File: config.mk
export PLATFORM = sky130hd
export DESIGN_NAME = wext_top
export DESIGN_NICKNAME = d
export VERILOG_FILES = /design/src/hdl/wext_dead_time.v /design/src/hdl/wext_top.v
export VERILOG_INCLUDE_DIRS = /design/src /design/src/hdl
export SDC_FILE = /design/constraint.sdc
export NUM_CORES = 1
export LEC_CHECK = 0
export ABC_AREA = 1
export BUFFER_PORTS_ARGS = -buffer_cell sky130_fd_sc_hd__buf_2
export CAP_MARGIN = 40
export CORE_ASPECT_RATIO = 0.5
export CORE_UTILIZATION = 35
export DETAILED_ROUTE_END_ITERATION = 8
export PLACE_DENSITY = 0.6
export REMOVE_ABC_BUFFERS = 1
export SETUP_SLACK_MARGIN = 0.5
export SKIP_LAST_GASP = 1
export SYNTH_ARGS = -nofsm -noshare
export SYNTH_HDL_FRONTEND = slang
export SYNTH_SLANG_ARGS = --single-unit
File: constraint.sdc
create_clock -name clk_sys -period 1.6 [get_ports clk_sys]
set_input_delay 0.16 -clock clk_sys [delete_from_list [all_inputs] [get_ports clk_sys]]
set_output_delay 0.16 -clock clk_sys [all_outputs]
set_load 0.03 [all_outputs]
File: src/hdl/wext_consts.vh
/*
 Constants for the waveform extension: routing configurations,
 dead-time widths, reset values and pin-group sizes.
 Assumes inclusion by bare name from the design files.
*/
`ifndef WEXT_CONSTS_VH
`define WEXT_CONSTS_VH
// ----------------------------------------------------------------
// Routing configurations
// ----------------------------------------------------------------
`define WEXT_RT_W 3
`define WEXT_RT_DEFAULT 3'h0
`define WEXT_RT_DT_A 3'h1
`define WEXT_RT_SPLIT 3'h2
`define WEXT_RT_FANOUT 3'h3
`define WEXT_RT_DT_B 3'h4
// ----------------------------------------------------------------
// Sizes and reset values
// ----------------------------------------------------------------
`define WEXT_NPIN 8
`define WEXT_NDT 4
`define WEXT_DT_W 8
`define WEXT_DT_ZERO 8'h00
`define WEXT_PIN_ZERO 8'h00
`define WEXT_DT_ONE 8'h01
`endif

File: src/hdl/wext_dead_time.v
/*
 One dead-time unit: turns one waveform into a complementary
 low-side and high-side pair with separate dead lengths.
 Assumes a single clock and inputs synchronous to it.
*/
`timescale 1ns/1ps
`include "wext_consts.vh"
module wext_dead_time #(
  parameter DT_W = `WEXT_DT_W
) (
  // Clock and reset
  input wire clk_sys,
  input wire arst_n,
  // Waveform and settings
  input wire wave_in,
  input wire [DT_W-1:0] dead_low,
  input wire [DT_W-1:0] dead_high,
  // Drives
  output reg low_side_out,
  output reg high_side_out
);
  reg wave_d_ff;
  reg [DT_W-1:0] cnt_ff;
  reg [DT_W-1:0] nxt_cnt;
  reg nxt_low;
  reg nxt_high;
  wire rise;
  wire fall;
  assign rise = wave_in & ~wave_d_ff;
  assign fall = ~wave_in & wave_d_ff;
  // ----------------------------------------------------------------
  // Edge handling
  // ----------------------------------------------------------------
  always @*
  begin
    nxt_cnt = cnt_ff;
    nxt_low = low_side_out;
    nxt_high = high_side_out;
    if (rise)
    begin
      // Low side waits dead_low after high side turns off
      nxt_high = 1'b0;
      if (dead_low == `WEXT_DT_ZERO)
      begin
        nxt_low = 1'b1;
        nxt_cnt = `WEXT_DT_ZERO;
      end
      else
      begin
        nxt_low = 1'b0;
        nxt_cnt = dead_low;
      end
    end
    else if (fall)
    begin
      nxt_low = 1'b0;
      if (dead_high == `WEXT_DT_ZERO)
      begin
        nxt_high = 1'b1;
        nxt_cnt = `WEXT_DT_ZERO;
      end
      else
      begin
        nxt_high = 1'b0;
        nxt_cnt = dead_high;
      end
    end
    else if (cnt_ff != `WEXT_DT_ZERO)
    begin
      nxt_cnt = cnt_ff - `WEXT_DT_ONE;
      if (cnt_ff == `WEXT_DT_ONE)
      begin
        // Gap over: turn on the side the waveform asks for
        nxt_low = wave_d_ff;
        nxt_high = ~wave_d_ff;
      end
    end
  end
  always @(posedge clk_sys or negedge arst_n)
  begin
    if (!arst_n)
    begin
      wave_d_ff <= 1'b0;
      cnt_ff <= `WEXT_DT_ZERO;
      low_side_out <= 1'b0;
      high_side_out <= 1'b1;
    end
    else
    begin
      wave_d_ff <= wave_in;
      cnt_ff <= nxt_cnt;
      low_side_out <= nxt_low;
      high_side_out <= nxt_high;
    end
  end
endmodule // wext_dead_time

File: src/hdl/wext_top.v
/*
 Waveform extension top: routing matrix, four dead-time units,
 double-buffered swap and pattern stages, registered pin drives.
 Assumes timer compare outputs and update strobes are synchronous
 to clk_sys; settings are held on plain input ports.
*/
`timescale 1ns/1ps
`include "wext_consts.vh"
// Behaviour
// - Timer compare outputs reach the pins through a selectable matrix.
// - The four lowest matrix outputs feed dead-time units for paired drives.
// - Low side follows the waveform, high side its inverse, optional gap.
// - Each unit has separate 8-bit dead lengths for its low and high side.
// - Dead-time units can be shared out between timer a and timer b.
// - Four swap units exchange the low and high pin of a pair when enabled.
// - A written swap setting is staged and not applied at once.
// - A pattern stage can force constant levels on the pins over waves.
// - Pattern values are staged and reach all pins together on transfer.
module wext_top #(
  parameter NPIN = `WEXT_NPIN,
  parameter NDT = `WEXT_NDT,
  parameter DT_W = `WEXT_DT_W
) (
  // Clock and reset
  input wire clk_sys,
  input wire arst_n,
  // Timer compare outputs and update events
  input wire [3:0] timer_a_cmp,
  input wire [1:0] timer_b_cmp,
  input wire timer_a_update,
  input wire timer_b_update,
  // Routing and dead time
  input wire [`WEXT_RT_W-1:0] route_sel,
  input wire [NDT-1:0] dt_enable,
  input wire [NDT*DT_W-1:0] dead_low_len,
  input wire [NDT*DT_W-1:0] dead_high_len,
  // Swap staging
  input wire [NDT-1:0] swap_wdata,
  input wire swap_wr,
  // Pattern staging
  input wire [NPIN-1:0] pat_en_wdata,
  input wire [NPIN-1:0] pat_val_wdata,
  input wire pat_wr,
  // Pins and status
  output reg [NPIN-1:0] pin_out_ff,
  output reg [NDT-1:0] swap_act_ff,
  output reg [NPIN-1:0] pat_en_act_ff,
  output reg swap_pending_ff,
  output reg pat_pending_ff
);
  reg [NDT-1:0] swap_buf_ff;
  reg [NPIN-1:0] pat_en_buf_ff;
  reg [NPIN-1:0] pat_val_buf_ff;
  reg [NPIN-1:0] pat_val_act_ff;
  reg [NPIN-1:0] mtx;
  reg [NPIN-1:0] nxt_pin;
  reg nxt_swap_pending;
  reg nxt_pat_pending;
  wire [NDT-1:0] dt_low;
  wire [NDT-1:0] dt_high;
  wire [NPIN-1:0] swp_pin;
  wire [NPIN-1:0] pat_pin;
  wire update;
  // Update from either timer; the two strobes are ORed, no owner is selected
  assign update = timer_a_update | timer_b_update;
  // ----------------------------------------------------------------
  // Output routing matrix
  // ----------------------------------------------------------------
  function [NPIN-1:0] route_map;
    input [`WEXT_RT_W-1:0] sel;
    input [3:0] a;
    input [1:0] b;
    begin
      case (sel)
        `WEXT_RT_DT_A: route_map = {b, b, a[1:0], a[1:0]};
        `WEXT_RT_SPLIT: route_map = {b, a[3:2], b, a[1:0]};
        `WEXT_RT_FANOUT: route_map = {{4{a[1]}}, {4{a[0]}}};
        `WEXT_RT_DT_B: route_map = {a, b[1], b[1], b[0], b[0]};
        default: route_map = {b, b, a};
      endcase
    end
  endfunction
  always @*
  begin
    mtx = route_map(route_sel, timer_a_cmp, timer_b_cmp);
  end
  // ----------------------------------------------------------------
  // Dead-time units on the four lowest matrix outputs
  // ----------------------------------------------------------------
  genvar g;
  generate
    for (g = 0; g < NDT; g = g + 1)
    begin : g_dt
      wext_dead_time #(
        .DT_W(DT_W)
      ) u_dt (
        .clk_sys(clk_sys),
        .arst_n(arst_n),
        .wave_in(mtx[g]),
        .dead_low(dead_low_len[g*DT_W +: DT_W]),
        .dead_high(dead_high_len[g*DT_W +: DT_W]),
        .low_side_out(dt_low[g]),
        .high_side_out(dt_high[g])
      );
    end
  endgenerate
  // ----------------------------------------------------------------
  // Swap and pattern selection
  // ----------------------------------------------------------------
  // Pair k uses pins 2k (low side) and 2k+1 (high side)
  // Bit 1 of the result is the high pin of the pair, bit 0 the low pin
  function [1:0] pair_pick;
    input unit_on;
    input swap_on;
    input low_drv;
    input high_drv;
    input [1:0] raw;
    begin
      if (unit_on)
        pair_pick = swap_on ? {low_drv, high_drv} : {high_drv, low_drv};
      else
        pair_pick = swap_on ? {raw[0], raw[1]} : raw;
    end
  endfunction
  generate
    for (g = 0; g < NDT; g = g + 1)
    begin : g_swap
      assign swp_pin[2*g+1:2*g] = pair_pick(dt_enable[g], swap_act_ff[g],
        dt_low[g], dt_high[g], mtx[2*g+1:2*g]);
    end
    // Pins above the last pair pass the matrix straight through
    for (g = 2*NDT; g < NPIN; g = g + 1)
    begin : g_raw
      assign swp_pin[g] = mtx[g];
    end
    // Pattern overrides after swap, one pin at a time
    for (g = 0; g < NPIN; g = g + 1)
    begin : g_pat
      assign pat_pin[g] = pat_en_act_ff[g] ? pat_val_act_ff[g] :
        swp_pin[g];
    end
  endgenerate
  always @*
  begin
    nxt_pin = pat_pin;
  end
  // ----------------------------------------------------------------
  // Double buffers
  // ----------------------------------------------------------------
  // A write wins over the clear, so a write in the update cycle
  // stays pending for the next update
  always @*
  begin
    nxt_swap_pending = swap_pending_ff;
    if (swap_wr)
      nxt_swap_pending = 1'b1;
    else if (update)
      nxt_swap_pending = 1'b0;
  end
  always @*
  begin
    nxt_pat_pending = pat_pending_ff;
    if (pat_wr)
      nxt_pat_pending = 1'b1;
    else if (update)
      nxt_pat_pending = 1'b0;
  end
  always @(posedge clk_sys or negedge arst_n)
  begin
    if (!arst_n)
    begin
      swap_buf_ff <= {NDT{1'b0}};
      swap_act_ff <= {NDT{1'b0}};
      swap_pending_ff <= 1'b0;
    end
    else
    begin
      swap_pending_ff <= nxt_swap_pending;
      if (update && swap_pending_ff)
      begin
        swap_act_ff <= swap_buf_ff;
      end
      if (swap_wr)
      begin
        swap_buf_ff <= swap_wdata;
      end
    end
  end
  always @(posedge clk_sys or negedge arst_n)
  begin
    if (!arst_n)
    begin
      pat_en_buf_ff <= `WEXT_PIN_ZERO;
      pat_val_buf_ff <= `WEXT_PIN_ZERO;
      pat_en_act_ff <= `WEXT_PIN_ZERO;
      pat_val_act_ff <= `WEXT_PIN_ZERO;
      pat_pending_ff <= 1'b0;
    end
    else
    begin
      pat_pending_ff <= nxt_pat_pending;
      if (update && pat_pending_ff)
      begin
        pat_en_act_ff <= pat_en_buf_ff;
        pat_val_act_ff <= pat_val_buf_ff;
      end
      if (pat_wr)
      begin
        pat_en_buf_ff <= pat_en_wdata;
        pat_val_buf_ff <= pat_val_wdata;
      end
    end
  end
  // ----------------------------------------------------------------
  // Pin register
  // ----------------------------------------------------------------
  // Pins change only on the clock or on the asynchronous reset, so no decode glitch reaches a pin
  always @(posedge clk_sys or negedge arst_n)
  begin
    if (!arst_n)
    begin
      pin_out_ff <= `WEXT_PIN_ZERO;
    end
    else
    begin
      pin_out_ff <= nxt_pin;
    end
  end
endmodule // wext_top
After elaboration in Yosys (flattened, before gate mapping)
Cells that the tools add are included.
{"block": "word_totals", "reg_bits": 94, "in_bits": 103}
{"block": "classes", "n_addsub": 4, "n_eq_ne": 8, "mux": 84, "bitwise": 17, "n_reduce_logical": 28}
{"cell": "2-to-1 mux 8 bit", "count": 20}
{"cell": "zero test 8 bit", "count": 8}
{"cell": "2-to-1 mux 1 bit", "count": 51}
{"cell": "== test 8 x 1 -> 1 bit, second input constant", "count": 4}
{"cell": "case mux 8 bit (4 select lines)", "count": 1}
{"cell": "nonzero test 8 bit", "count": 4}
{"cell": "subtractor 8 x 1 -> 8 bit, second input constant", "count": 4}
{"cell": "2-to-1 mux 2 bit", "count": 12}
{"cell": "nonzero test 3 bit", "count": 8}
{"cell": "AND 1 bit", "count": 8}
{"cell": "NOT 1 bit", "count": 8}
{"cell": "AND reduction 2 bit", "count": 4}
{"cell": "== test 3 x 2 -> 1 bit, second input constant", "count": 2}
{"cell": "nonzero test 2 bit", "count": 2}
{"cell": "== test 3 x 1 -> 1 bit, second input constant", "count": 1}
{"cell": "== test 3 bit, second input constant", "count": 1}
{"cell": "logical AND 1 bit", "count": 2}
{"cell": "bitwise OR 1 bit", "count": 1}

Depth between registers and ports, before layout
{"block": "depth", "ltp_word": 6, "depth_mapped": 14, "ltp_nobuf": 13}

Hierarchy
From an unflattened synthesis, not the netlist that was laid out.
{"block": "hier_totals", "hier_cells": 810, "hier_area_um2": 6124.6}
{"mod": "wext_dead_time (g_dt[0].u_dt ...)", "n_inst": 3, "cells_each": 124, "area_each_um2": 897.1, "seq_area_each_um2": 276.5}
{"mod": "wext_top", "n_inst": 1, "cells_each": 314, "area_each_um2": 2532.4, "seq_area_each_um2": 1251.2}
{"mod": "wext_dead_time (g_dt[3].u_dt)", "n_inst": 1, "cells_each": 124, "area_each_um2": 900.9, "seq_area_each_um2": 276.5}

Least setup slack after synthesis
No wires, ideal clock.
{"block": "synth_timing", "path_kind": "register -> register", "from": "reg g_dt[3].u_dt.cnt_ff[5]", "to": "reg g_dt[3].u_dt.cnt_ff[2]", "setup_ns": 0.119, "t_arrival_ns": 1.317, "required_time_ns": 1.481, "setup_slack_ns": 0.165, "stages_incl_launch_ff": 8, "path_buffers": 0, "synth_period_minus_slack_ns": 1.435, "cell_sequence": "dfrtp_1 -> or2_2 -> nor3_1 -> nand2_1 -> nor2_1 -> nand3_2 -> o21ai_1 -> nor2_1"}
{"block": "synth_via", "elab_chain_len": 2}
{"item": "from (decl)", "line": "wext_dead_time.v:23", "rtl": "reg [DT_W-1:0] cnt_ff;"}
{"item": "from (signal assigned)", "line": "wext_dead_time.v:84", "rtl": "cnt_ff <= `WEXT_DT_ZERO;"}
{"item": "from (signal assigned)", "line": "wext_dead_time.v:91", "rtl": "cnt_ff <= nxt_cnt;"}
{"item": "nonzero test 8 bit (no source line)"}
{"item": "nonzero test 3 bit (no source line)"}
Every way passes these cells.
A chain may end at the register's enable or synchronous reset.

Worst setup path after layout
{"block": "layout_timing", "from": "reg g_dt[3].u_dt.cnt_ff[5]", "to": "reg g_dt[3].u_dt.cnt_ff[6]"}
{"block": "layout_via", "elab_chain_len": 4, "word_cells_on_any_way": 6, "classes_between": "add/sub: 1; mux: 3; reduce/logical: 2"}
{"item": "subtractor 8 x 1 -> 8 bit (no source line)"}
{"item": "2-to-1 mux 8 bit", "line": "wext_dead_time.v:68", "rtl": "else if (cnt_ff != `WEXT_DT_ZERO)"}
{"item": "2-to-1 mux 8 bit", "line": "wext_dead_time.v:54", "rtl": "else if (fall)"}
{"item": "2-to-1 mux 8 bit", "line": "wext_dead_time.v:39", "rtl": "if (rise)"}
Several ways; a longest one is shown, not always the timed one. The select of a mux whose other input is x is not followed.

==> reports/qor.yml <==
outcome: "complete, no violations"
ys_top_cells_by_area: "dfrtp_1 40%, nand2_1 14%, inv_1 5.1%, nor2_1 5.1%, nand3_1 5.0%"
synth_common_cells: "207 x nand2_1, 90 x dfrtp_1, 77 x inv_1, 77 x nor2_1, 57 x nand3_1"
cp-start-kind: "flip-flop"
clk_latency_ps: 340
synth_area_per_cell_um2: 7.48
dp_slack_ps: -72.9
crit_path_max_fanout: 8
nets: 1063
p_leak_nw: 3.94
r2r_end: "g_dt[3].u_dt.cnt_ff[6]$_DFFE_PN0P_"
drv_slew: 0
coreArea_mm2: 0.0156
reg2reg_from: "g_dt[3].u_dt.cnt_ff[5]$_DFFE_PN0P_"
start_util_pct: 36.3
setup_viol: 0
antenna_found_initial: 2
r2r_cells: 7
place.port_buffers: 124
place_congestion: 0.903
grt_usage_pct: 18.5
min_path_type: "in2reg"
yosysTopAreaCell: "dfrtp_1"
fin_crit_sh_pct: 88.8
globalRouteOverflowTotal: 0
cts_root_buf: "clkbuf_16"
drc: 0
area_growth_pct: 40.2
yosys_warnings: 0
drt-pass1-iter-count: 4
rsz0062_at_grt: "yes"
dieArea_mm2: 0.0167
crit_path_end_kind: "flip-flop"
crit_end: "g_dt[3].u_dt.cnt_ff[6]$_DFFE_PN0P_"
synthDistinctLibCells: 39
vias: 5495
synthFlopType: "dfrtp_1"
async_flop_share_pct: 100
row_count: 32
clk_pin_slew_worst_paths_ps: 70
p_per_area_mw_per_mm2: 1220
worst_slack_ps: 178
ioPinCount: 125
synth_seq_cells: 94
ant_nets: 0
vdd_ir_drop_max_mv: 0.541
relSlewSlack_pct: 67.1
synth_top_area_share_pct: 39.8
arrival_ps: 1660
fill_cells: 1469
worst_pin_slew_ps: 494
whs_ps: 16.5
first_global_vias: 5472
drive_above_1_share_pct: 37.4
cts_htree_levels: 3
grt_max_degree: 46
synth_cells: 757
fp.dieW_um: 182
maxCapViolations: 0
cts_tree: "done"
yosysSeqAreaShare_pct: 41.6
grt_pass1_wl_um: 24900
place_hpwl_um: 11200
hold_viol: 0
syn_area_mm2: 0.00566
crit_type: "reg2reg"
fin_worst_skew_ps: 10.1
viasPerCell: 4.74
worstPathRequired_ps: 1830
drtIter0Drc: 298
post_drt_wl_per_cell_um: 13.2
clkSinkCount: 94
cts_inserted_buffers: 9
die_h_um: 91.9
wl_um: 15300
crit_start: "g_dt[3].u_dt.cnt_ff[5]$_DFFE_PN0P_"
clockBufferDepth: 2
regToRegSetupSlack_ps: 180
synth_most_common_cell: "nand2_1"
min_period_ps: 1420
max_freq_mhz: 703
synth_enable_flop_cells: 0
## state kept, by name (all words and copies together) (netlist names)
name / cells
pat_val_buf_ff: 8
swap_pending_ff: 1
pat_val_act_ff: 8
swap_act_ff: 4
g_dt.u_dt.wave_d_ff: 4
pin_out_ff: 8
pat_en_buf_ff: 8
swap_buf_ff: 4
pat_pending_ff: 1
g_dt.u_dt.high_side_out: 4
g_dt.u_dt.low_side_out: 4
g_dt.u_dt.cnt_ff: 32
pat_en_act_ff: 8
## report_power, final
| part | total (mW) | internal [mW] | switching (mW) |
|---|---|---|---|
| sequential | 3.46 | 2.96 | 0.505 |
| combinational | 4.00 | 1.83 | 2.18 |
| clock | 2.19 | 1.23 | 0.952 |
| total | 9.65 | 6.02 | 3.64 |
## critical path, stage by stage, from the launching register on
cell	delay, ps
dfrtp_1	380
or2_4	270
nor3_4	120
nand2_1	100
nor2_2	140
nand3_4	140
o21ai_1	110
nor2_1	60
## worst min path at each step
stage / from / to / slack (ps) / depth (start not counted)
2_1_floorplan: arst_n / g_dt[0].u_dt.cnt_ff[0]$_DFFE_PN0P_ / -140 / 0
4_1_cts: pat_val_wdata[2] / pat_val_buf_ff[2]$_DFFE_PN0P_ / 8 / 3
3_5_place_dp: arst_n / pat_en_buf_ff[0]$_DFFE_PN0P_ / 110 / 1
6_report: pat_val_wdata[2] / pat_val_buf_ff[2]$_DFFE_PN0P_ / 20 / 3
5_1_grt: pat_val_wdata[3] / pat_val_buf_ff[3]$_DFFE_PN0P_ / 10 / 3
3_3_place_gp: arst_n / pat_en_buf_ff[0]$_DFFE_PN0P_ / 100 / 1
## cell type report
cell class	instances	area, um^2	area share, %
flip-flops and latches	94	2370	29.8
repair buffers	193	1320	16.6
diodes	2	5.00	0.0631
clock inverters	7	80.1	1.01
multi-input cells	562	3330	42.0
inverters	88	354	4.46
well taps	204	255	3.22
clock buffers	9	225	2.84
## logic make-up (layout without fill, tap and decap cells)
| family | after synthesis | after routing | synth area share, % |
|---|---|---|---|
| xor gates and xnor gates | 23 | 23 | 3.56 |
| other | 0 | 2 | 0 |
| AOI/OAI and AO/OA | 99 | 99 | 9.42 |
| buffers and inverters | 101 | 297 | 7.23 |
| DFF | 94 | 94 | 41.6 |
| and+or+nand+nor | 428 | 428 | 35.5 |
| adders and majority gates | 12 | 12 | 2.65 |
## layer usage
layer	track usage, %	routed length [um]	part of all wire [%]	up-vias
li1	-	-	-	2829
met1	22.2	6760	44	2548
met2	32.9	7770	51	99
met3	4.53	528	3.4	19
met4	5.95	257	1.7	0
met5	0	0	0	-
## stage by stage
step                      utilization (%)  total power, mW  instances  setup TNS (ps)  cell area (um^2)
after floorplan                         -             5.34        744               0              5580
after global placement               42.6             6.26       1092               0              6650
after detailed placement             42.6             6.29       1092            -648              6650
after CTS                            47.9             9.22       1140               0              7480
after global routing                 50.8             10.3       1158               0              7940
final                                50.8             9.65       1159               0              7940
## layout by cell type (no fill, tap or decap), types with 12 or more instances in the layout
master | synthesis | routed
a21oi_1 | 24 | 21
buf_2 | 0 | 106
buf_4 | 4 | 60
buf_6 | 2 | 22
dfrtp_1 | 90 | 82
inv_1 | 77 | 58
inv_2 | 11 | 22
nand2_1 | 207 | 196
nand2_2 | 13 | 19
nand3_1 | 57 | 45
nand3_2 | 4 | 12
nor2_1 | 77 | 60
nor2_2 | 2 | 13
nor4_1 | 15 | 15
o21ai_0 | 52 | 44
o21ai_1 | 10 | 13
xor2_1 | 13 | 12
## timing repair
action                                  in CTS  in global routing
endpoints found under the setup margin      56                 58
gates resized for setup                     92                 90
buffers inserted                            31                 17
pin swaps                                   60                 46
hold buffers                                 1                  0
hold endpoints to repair                    19                  0
No activity file was read; power rests on OpenSTA's default activity.
